$ cat config.mk
export PLATFORM = sky130hd
export DESIGN_NAME = fcct_top
export DESIGN_NICKNAME = d
export VERILOG_FILES = /design/src/hw/fcct_pkg.sv /design/src/hw/fcct_top.sv /design/src/hw/fcct_channel.sv
export SDC_FILE = /design/constraint.sdc
export NUM_CORES = 1
export LEC_CHECK = 0
export BUFFER_PORTS_ARGS = -buffer_cell sky130_fd_sc_hd__buf_2
export CORE_MARGIN = 8
export CORE_UTILIZATION = 27
export DETAILED_ROUTE_END_ITERATION = 16
export GPL_TIMING_DRIVEN = 0
export HOLD_SLACK_MARGIN = 0.12
export SLEW_MARGIN = 20
export SYNTH_ARGS = -nofsm -noshare
export SYNTH_HDL_FRONTEND = slang
export SYNTH_HIERARCHICAL = 1
export SYNTH_SLANG_ARGS = --single-unit
$ cat constraint.sdc
create_clock -name mclk_i -period 6.9 [get_ports mclk_i]
set_input_delay 0.345 -clock mclk_i [delete_from_list [all_inputs] [get_ports mclk_i]]
set_output_delay 0.345 -clock mclk_i [all_outputs]
set_load 0.005 [all_outputs]
$ cat src/hw/fcct_pkg.sv
package fcct_pkg;

	localparam int unsigned NUM_CH = 4;
	localparam int unsigned NUM_ZC = 3;

	// control word fields
	localparam int unsigned CW_IRQ_EN = 7;
	localparam int unsigned CW_MODE = 6;
	localparam int unsigned CW_PSC = 5;
	localparam int unsigned CW_EDGE = 4;
	localparam int unsigned CW_TRIG = 3;
	localparam int unsigned CW_TC = 2;
	localparam int unsigned CW_RST = 1;
	localparam int unsigned CW_CTRL = 0;

	// prescaler wrap masks, period 16 and 256 clocks
	localparam logic [7:0] PSC_MASK_16 = 8'h0f;
	localparam logic [7:0] PSC_MASK_256 = 8'hff;

	// return-from-interrupt opcode pair
	localparam logic [7:0] RETURN_FROM_IRQ_OPCODE_BYTE1 = 8'hed;
	localparam logic [7:0] RETURN_FROM_IRQ_OPCODE_BYTE2 = 8'h4d;

	// reset values
	localparam logic [7:0] CTRL_RST = 8'h00;
	localparam logic [7:0] TC_RST = 8'h00;
	localparam logic [7:0] CNT_RST = 8'h00;
	localparam logic [7:0] PSC_RST = 8'h00;
	localparam logic [7:0] VEC_RST = 8'h00;

	typedef enum logic [1:0] {CH_STOP, CH_ARMED, CH_RUN} fcct_ch_state_t;

	// host bus pins after synchronising
	typedef struct packed {
		logic iorq_b;
		logic rd_b;
		logic m1_b;
		logic ce_b;
		logic [1:0] sel;
		logic [7:0] data;
	} fcct_pins_t;

	// per-channel state seen by the top
	typedef struct packed {
		logic [7:0] ctrl;
		logic [7:0] tc;
		logic [7:0] cnt;
		logic tc_next;
		logic zero;
	} fcct_ch_stat_t;

endpackage

$ cat src/hw/fcct_top.sv
`timescale 1ns/1ps
module fcct_top
	import fcct_pkg::*;
(
	// clock and reset
	input wire logic mclk_i,
	input wire logic rst_b_i,
	// host bus
	input wire logic chip_en_b_i,
	input wire logic iorq_b_i,
	input wire logic rd_b_i,
	input wire logic m1_b_i,
	input wire logic chan_sel_lo_i,
	input wire logic chan_sel_hi_i,
	input wire logic [7:0] data_i,
	output logic [7:0] data_o,
	output logic data_oe_o,
	// interrupt daisy chain
	input wire logic chain_enable_in_i,
	output logic chain_enable_out_o,
	output logic irq_b_o,
	output logic irq_oe_o,
	// channel pins
	input wire logic [NUM_CH-1:0] ext_count_trigger_i,
	output logic [NUM_ZC-1:0] zero_count_pulse_o
);

	// eligible requests: blocked at and below any channel in service
	function automatic logic [NUM_CH-1:0] eligible(input logic [NUM_CH-1:0] ip,
		input logic [NUM_CH-1:0] ius);
		logic blocked;
		logic [NUM_CH-1:0] r;
		blocked = 1'b0;
		r = '0;
		for (int i = 0; i < NUM_CH; i++) begin
			blocked = blocked | ius[i];
			r[i] = ip[i] & ~blocked;
		end
		return r;
	endfunction

	// lowest index set wins
	function automatic logic [1:0] first_set(input logic [NUM_CH-1:0] v);
		logic [1:0] r;
		r = 2'd0;
		for (int i = NUM_CH - 1; i >= 0; i--) begin
			if (v[i]) begin
				r = 2'(i);
			end
		end
		return r;
	endfunction

	fcct_pins_t pin_raw, pin_s1_q, pin_s2_q;
	logic [NUM_CH-1:0] trg_s1_q, trg_s2_q;
	logic iei_s1_q, iei_s2_q;
	logic io_wr, io_rd, ack, fetch;
	logic wr_prev_q, ack_prev_q, fetch_prev_q;
	logic wr_stb, ack_start, fetch_end, return_from_irq_opcode_ev;
	logic [NUM_CH-1:0] wr_ch;
	logic [NUM_CH-1:0] zero_vec;
	fcct_ch_stat_t ch_stat [NUM_CH];
	logic [7:0] op_q, op_d;
	logic prev_ed_q, prev_ed_d;
	logic [7:0] vec_q, vec_d;
	logic [NUM_CH-1:0] ip_q, ip_d;
	logic [NUM_CH-1:0] ius_q, ius_d;
	logic [NUM_CH-1:0] elig;
	logic [1:0] svc_q, svc_d;
	logic vec_drive_q, vec_drive_d;
	logic [7:0] data_d;
	logic data_oe_d, irq_oe_d, chain_out_d;

	always_comb begin
		pin_raw = '{iorq_b: iorq_b_i, rd_b: rd_b_i, m1_b: m1_b_i, ce_b: chip_en_b_i,
			sel: {chan_sel_hi_i, chan_sel_lo_i}, data: data_i};
	end

	// synchronisers run free so chain enable still passes through during reset
	always_ff @(posedge mclk_i) begin
		pin_s1_q <= pin_raw;
		pin_s2_q <= pin_s1_q;
		trg_s1_q <= ext_count_trigger_i;
		trg_s2_q <= trg_s1_q;
		iei_s1_q <= chain_enable_in_i;
		iei_s2_q <= iei_s1_q;
	end

	// bus cycle decode
	always_comb begin
		io_wr = !pin_s2_q.iorq_b && !pin_s2_q.ce_b && pin_s2_q.rd_b && pin_s2_q.m1_b;
		io_rd = !pin_s2_q.iorq_b && !pin_s2_q.ce_b && !pin_s2_q.rd_b && pin_s2_q.m1_b;
		ack = !pin_s2_q.iorq_b && !pin_s2_q.m1_b;
		fetch = pin_s2_q.iorq_b && !pin_s2_q.m1_b && !pin_s2_q.rd_b;
		wr_stb = io_wr && !wr_prev_q;
		ack_start = ack && !ack_prev_q;
		fetch_end = fetch_prev_q && !fetch;
		for (int i = 0; i < NUM_CH; i++) begin
			wr_ch[i] = wr_stb && (pin_s2_q.sel == 2'(i));
			zero_vec[i] = ch_stat[i].zero;
		end
	end

	always_ff @(posedge mclk_i) begin
		if (!rst_b_i) begin
			wr_prev_q <= 1'b0;
			ack_prev_q <= 1'b0;
			fetch_prev_q <= 1'b0;
		end else begin
			wr_prev_q <= io_wr;
			ack_prev_q <= ack;
			fetch_prev_q <= fetch;
		end
	end

	for (genvar g = 0; g < NUM_CH; g++) begin : g_ch
		fcct_channel u_ch (
			.mclk_i(mclk_i),
			.rst_b_i(rst_b_i),
			.wr_i(wr_ch[g]),
			.wdata_i(pin_s2_q.data),
			.trig_i(trg_s2_q[g]),
			.stat_o(ch_stat[g])
		);
	end

	// return-from-interrupt watch; last byte seen in a fetch is the opcode
	always_comb begin
		op_d = fetch ? pin_s2_q.data : op_q;
		prev_ed_d = prev_ed_q;
		return_from_irq_opcode_ev = 1'b0;
		if (fetch_end) begin
			return_from_irq_opcode_ev = prev_ed_q && (op_q == RETURN_FROM_IRQ_OPCODE_BYTE2);
			prev_ed_d = (op_q == RETURN_FROM_IRQ_OPCODE_BYTE1);
		end
	end

	always_ff @(posedge mclk_i) begin
		if (!rst_b_i) begin
			op_q <= 8'h00;
			prev_ed_q <= 1'b0;
		end else begin
			op_q <= op_d;
			prev_ed_q <= prev_ed_d;
		end
	end

	// interrupt, vector and bus drive
	always_comb begin
		ip_d = ip_q;
		ius_d = ius_q;
		svc_d = svc_q;
		vec_d = vec_q;
		vec_drive_d = vec_drive_q;
		elig = eligible(ip_q, ius_q);
		if (wr_stb && !pin_s2_q.data[CW_CTRL] && !ch_stat[pin_s2_q.sel].tc_next) begin
			vec_d = pin_s2_q.data;
		end
		for (int i = 0; i < NUM_CH; i++) begin
			if (!ch_stat[i].ctrl[CW_IRQ_EN]) begin
				ip_d[i] = 1'b0;
			end
		end
		if (return_from_irq_opcode_ev && |ius_q) begin
			ius_d[first_set(ius_q)] = 1'b0;
		end
		if (ack_start) begin
			vec_drive_d = 1'b0;
			if (iei_s2_q && |elig) begin
				svc_d = first_set(elig);
				ius_d[first_set(elig)] = 1'b1;
				ip_d[first_set(elig)] = 1'b0;
				vec_drive_d = 1'b1;
			end
		end else if (!ack) begin
			vec_drive_d = 1'b0;
		end
		// a zero in the same cycle as the acknowledge clear still counts
		for (int i = 0; i < NUM_CH; i++) begin
			if (zero_vec[i] && ch_stat[i].ctrl[CW_IRQ_EN]) begin
				ip_d[i] = 1'b1;
			end
		end
		data_d = 8'h00;
		data_oe_d = 1'b0;
		if (vec_drive_d) begin
			data_d = {vec_q[7:3], svc_d, 1'b0};
			data_oe_d = 1'b1;
		end else if (io_rd) begin
			data_d = ch_stat[pin_s2_q.sel].cnt;
			data_oe_d = 1'b1;
		end
		irq_oe_d = iei_s2_q && |elig;
		chain_out_d = iei_s2_q && !(|ius_d);
	end

	always_ff @(posedge mclk_i) begin
		if (!rst_b_i) begin
			ip_q <= '0;
			ius_q <= '0;
			svc_q <= 2'd0;
			vec_q <= VEC_RST;
			vec_drive_q <= 1'b0;
			data_o <= 8'h00;
			data_oe_o <= 1'b0;
			irq_oe_o <= 1'b0;
			zero_count_pulse_o <= '0;
		end else begin
			ip_q <= ip_d;
			ius_q <= ius_d;
			svc_q <= svc_d;
			vec_q <= vec_d;
			vec_drive_q <= vec_drive_d;
			data_o <= data_d;
			data_oe_o <= data_oe_d;
			irq_oe_o <= irq_oe_d;
			zero_count_pulse_o <= zero_vec[NUM_ZC-1:0];
		end
	end

	// open drain: only ever pulls low, chain out follows enable in while reset clears service
	always_ff @(posedge mclk_i) begin
		irq_b_o <= 1'b0;
		chain_enable_out_o <= chain_out_d;
	end
endmodule

$ cat src/hw/fcct_channel.sv
`timescale 1ns/1ps
module fcct_channel
	import fcct_pkg::*;
(
	// clock and reset
	input wire logic mclk_i,
	input wire logic rst_b_i,
	// host write for this channel
	input wire logic wr_i,
	input wire logic [7:0] wdata_i,
	// synchronised trigger level
	input wire logic trig_i,
	// channel state
	output fcct_ch_stat_t stat_o
);

	fcct_ch_state_t st_q, st_d;
	logic [7:0] ctrl_q, ctrl_d;
	logic [7:0] tc_q, tc_d;
	logic [7:0] cnt_q, cnt_d;
	logic [7:0] psc_q, psc_d;
	logic [7:0] mask;
	logic tc_next_q, tc_next_d;
	logic trig_q;
	logic zero_q, zero_d;
	logic edge_hit;
	logic tick;

	always_comb begin
		st_d = st_q;
		ctrl_d = ctrl_q;
		tc_d = tc_q;
		cnt_d = cnt_q;
		psc_d = psc_q;
		tc_next_d = tc_next_q;
		zero_d = 1'b0;
		tick = 1'b0;
		mask = ctrl_q[CW_PSC] ? PSC_MASK_256 : PSC_MASK_16;
		edge_hit = ctrl_q[CW_EDGE] ? (trig_i & ~trig_q) : (~trig_i & trig_q);
		unique case (st_q)
			CH_STOP: begin
				psc_d = PSC_RST;
			end
			CH_ARMED: begin
				psc_d = PSC_RST;
				if (edge_hit) begin
					st_d = CH_RUN;
				end
			end
			CH_RUN: begin
				if (ctrl_q[CW_MODE]) begin
					tick = edge_hit;
				end else begin
					psc_d = psc_q + 8'h01;
					tick = (psc_q & mask) == mask;
				end
			end
		endcase
		if (tick) begin
			// reload instead of showing zero; a zero constant wraps through 256 steps
			if (cnt_q == 8'h01) begin
				cnt_d = tc_q;
				zero_d = 1'b1;
			end else begin
				cnt_d = cnt_q - 8'h01;
			end
		end
		if (wr_i) begin
			if (tc_next_q) begin
				tc_d = wdata_i;
				tc_next_d = 1'b0;
				if (st_q == CH_STOP) begin
					cnt_d = wdata_i;
					psc_d = PSC_RST;
					st_d = (!ctrl_q[CW_MODE] && ctrl_q[CW_TRIG]) ? CH_ARMED : CH_RUN;
				end
			end else if (wdata_i[CW_CTRL]) begin
				ctrl_d = wdata_i;
				tc_next_d = wdata_i[CW_TC];
				if (wdata_i[CW_RST]) begin
					st_d = CH_STOP;
				end
			end
		end
	end

	always_ff @(posedge mclk_i) begin
		if (!rst_b_i) begin
			st_q <= CH_STOP;
			ctrl_q <= CTRL_RST;
			tc_q <= TC_RST;
			cnt_q <= CNT_RST;
			psc_q <= PSC_RST;
			tc_next_q <= 1'b0;
			zero_q <= 1'b0;
			trig_q <= 1'b0;
		end else begin
			st_q <= st_d;
			ctrl_q <= ctrl_d;
			tc_q <= tc_d;
			cnt_q <= cnt_d;
			psc_q <= psc_d;
			tc_next_q <= tc_next_d;
			zero_q <= zero_d;
			trig_q <= trig_i;
		end
	end

	assign stat_o = '{ctrl: ctrl_q, tc: tc_q, cnt: cnt_q, tc_next: tc_next_q, zero: zero_q};

endmodule

==> results.ini <==
[placed_design]
portBuffers=34
post-place-ws_ps=4010
dp_hpwl_um=15400
place.gp.congestion=0.832
placed_area_um2=10100

[worst_setup_path]
ff2ff_setup_slack_ps=3990
critPathTopFamily=simple AND/OR/NAND/NOR gates
crit_start=pin_s2_q[11]
endpoint_kind=flop
crit_buf_inv=0
cp_max_fo=10
r2r-end=g_ch[2].u_ch/cnt_q[7]
crit_chain=nor3b_2 > nand3b_1 > nor3b_1 > nand2_2 > or3_4 > o311a_4 > a221o_1
critPathLaunchType=flop
crit_required_ps=7310
worstSetupPathType=reg2reg
worstReg2RegStart=pin_s2_q[11]
cpMaxStageDelayCell=nor3b_1
critical_path.max_stage_delay_ps=620
worstRegToRegCells=7
crit_cells=7
crit_arrival_ps=3330
crit_end=g_ch[2].u_ch/cnt_q[7]

[floorplanning]
core_um2=34300
die_w_um=202
ioPinCount=36
die_area_um2=40800
start_util_pct=27.3
num_rows=68
die_h_um=202

[pwr]
p_per_area_nw_per_um2=245
switching_share_pct=20.9
p_sw_uw=571
vdd_ir_drop_max_v=0.000183
comb_power_share_pct=2.3
p_int_mw=2.16
p_clk_share_pct=50.5
p_total_mw=2.73
pwr-share-seq_pct=47.2
p_leak_nw=4.05

[timing]
clock.fmax_mhz=343
fin_crit_sh_pct=42.2
relSlewSlack_pct=36.9
fin_crit_ps=2910
hold_violations=0
setup_viol=0
report.final.slew_viol_count=0
tightest_slew_ps=946
grt_setup_unrepaired=no
fin_ws_ps=3990
clock-skew-final_ps=16.5
setup_tns_ps=0

[min_path]
hold_path_class=reg2reg

[synth]
synthCells=1001
syn-cell-area_um2=9340
yosysWarnings=6
syn_nets=1034
syn_avg_cell_area_um2=9.33

[drt]
vias=7364
postRouteAntennaNets=0
via_per_inst=4.74
dr.pass1.iters=5
route.detailed.drc=0
finalWirelength_um=23000
wl_per_cell_um=14.8
drt_iter0_markers=551

[clocking]
cts_buffer_depth=3
clock_sinks=216
clock_latency_ps=530
post-cts-setup-buffers=0
cts_tree=done
clk_pin_slew_ps=60
root_buffer=clkbuf_16
cts_max_level=1
cts_buffers=24

[run]
maxCapViolations=0

[cells_and_area]
fin_nets=1113
postLayoutCellArea_um2=11100
ff_latch_area_um2=4320
drive_gt1_share_pct=13.3
n_fill_cell=3530
diodes=0
syn2layout_area_growth_pct=19.1
multi_input_area_um2=4630

[global_routing]
grt_pass1_vias=7098
grt_pass1_wl_um=37700
grt_usage_pct=11.0
antenna_found_initial=0
grt_overflow=0
grt_max_degree=15

[outcome]
status=finished clean

[power by group through the flow]
stage	clock network [mW]	logic, mW	registers [mW]
6_report	1.38	0.0625	1.29
5_1_grt	1.46	0.0688	1.29
4_1_cts	1.42	0.0629	1.29
3_5_place_dp	0	0.0545	1.32
3_3_place_gp	0	0.0537	1.32
2_1_floorplan	0	0.0371	1.30
[how the worst min path moves through the flow]
stage	cells after the start	endpoint	from
after floorplan	0	iei_s2_q	iei_s1_q
after global placement	0	pin_s2_q[7]	pin_s1_q[7]
after detailed placement	0	pin_s2_q[2]	pin_s1_q[2]
after CTS	0	trg_s2_q[0]	trg_s1_q[0]
after global routing	0	pin_s2_q[0]	pin_s1_q[0]
final	0	trg_s2_q[0]	trg_s1_q[0]
[per-layer routing]
layer	global-route usage (%)	wire length [um]
met5	0	0
met2	17.1	9900
met3	1.91	1200
met1	15.3	11300
met4	2.84	587
[stage by stage]
stage | util, % | hold WS (ps) | instances
2_1_floorplan | - | 310 | 1001
3_5_place_dp | 29.4 | 312 | 1490
3_3_place_gp | 29.4 | 313 | 1490
4_1_cts | 32.5 | 326 | 1552
6_report | 32.5 | 324 | 1552
5_1_grt | 32.5 | 330 | 1552
[repair_timing]
| action | in CTS | in global routing |
|---|---|---|
| resized for setup | 0 | 0 |
| hold buffers | 19 | 0 |
| hold endpoints to repair | 19 | 0 |
[layout by cell type, fill, tap and decap left out, types with 5 or more instances in the layout]
master	instances
nand4_1	9
nand4b_1	5
xor2_1	16
buf_2	39
a21oi_1	46
a22o_1	5
nor2b_1	27
or4_1	5
a21boi_1	24
mux4_2	9
a21boi_0	16
nand2b_1	13
dlygate4sd3_1	19
nand2_1	170
xnor2_1	14
clkbuf_1	30
nor3b_1	6
and2_1	18
a211oi_1	8
o21ai_0	13
nor3_1	16
ha_1	12
a221o_1	16
nor2_1	84
clkbuf_16	25
a31oi_1	12
dfxtp_1	216
nand3b_1	10
clkbuf_8	5
mux2i_1	24
nand3_1	9
inv_1	23
mux2_1	6
buf_4	9
o21ai_1	11
a311oi_1	10
buf_6	9
[state kept, by name (all words and copies together), names as in the netlist, 2 cells and up]
register             count
g_ch.u_ch/cnt_q         32
g_ch.u_ch/psc_q         32
g_ch.u_ch/tc_q          32
g_ch.u_ch/ctrl_q        20
pin_s1_q                14
pin_s2_q                14
data_o                   8
g_ch.u_ch/st_q           8
op_q                     8
vec_q                    5
g_ch.u_ch/tc_next_q      4
g_ch.u_ch/trig_q         4
g_ch.u_ch/zero_q         4
ip_q                     4
ius_q                    4
trg_s1_q                 4
trg_s2_q                 4
zero_count_pulse_o       3
svc_q                    2
[layout make-up]
cell class,count,area share [%]
Inverter,25,0.843
Timing Repair Buffer,53,3.24
Multi-Input combinational cell,710,41.6
Sequential cell,216,38.8
Buffer,50,2.65
Tap cell,455,5.11
Clock inverter,9,1.33
Clock buffer,34,6.37
No activity file was read; power rests on OpenSTA's default activity.
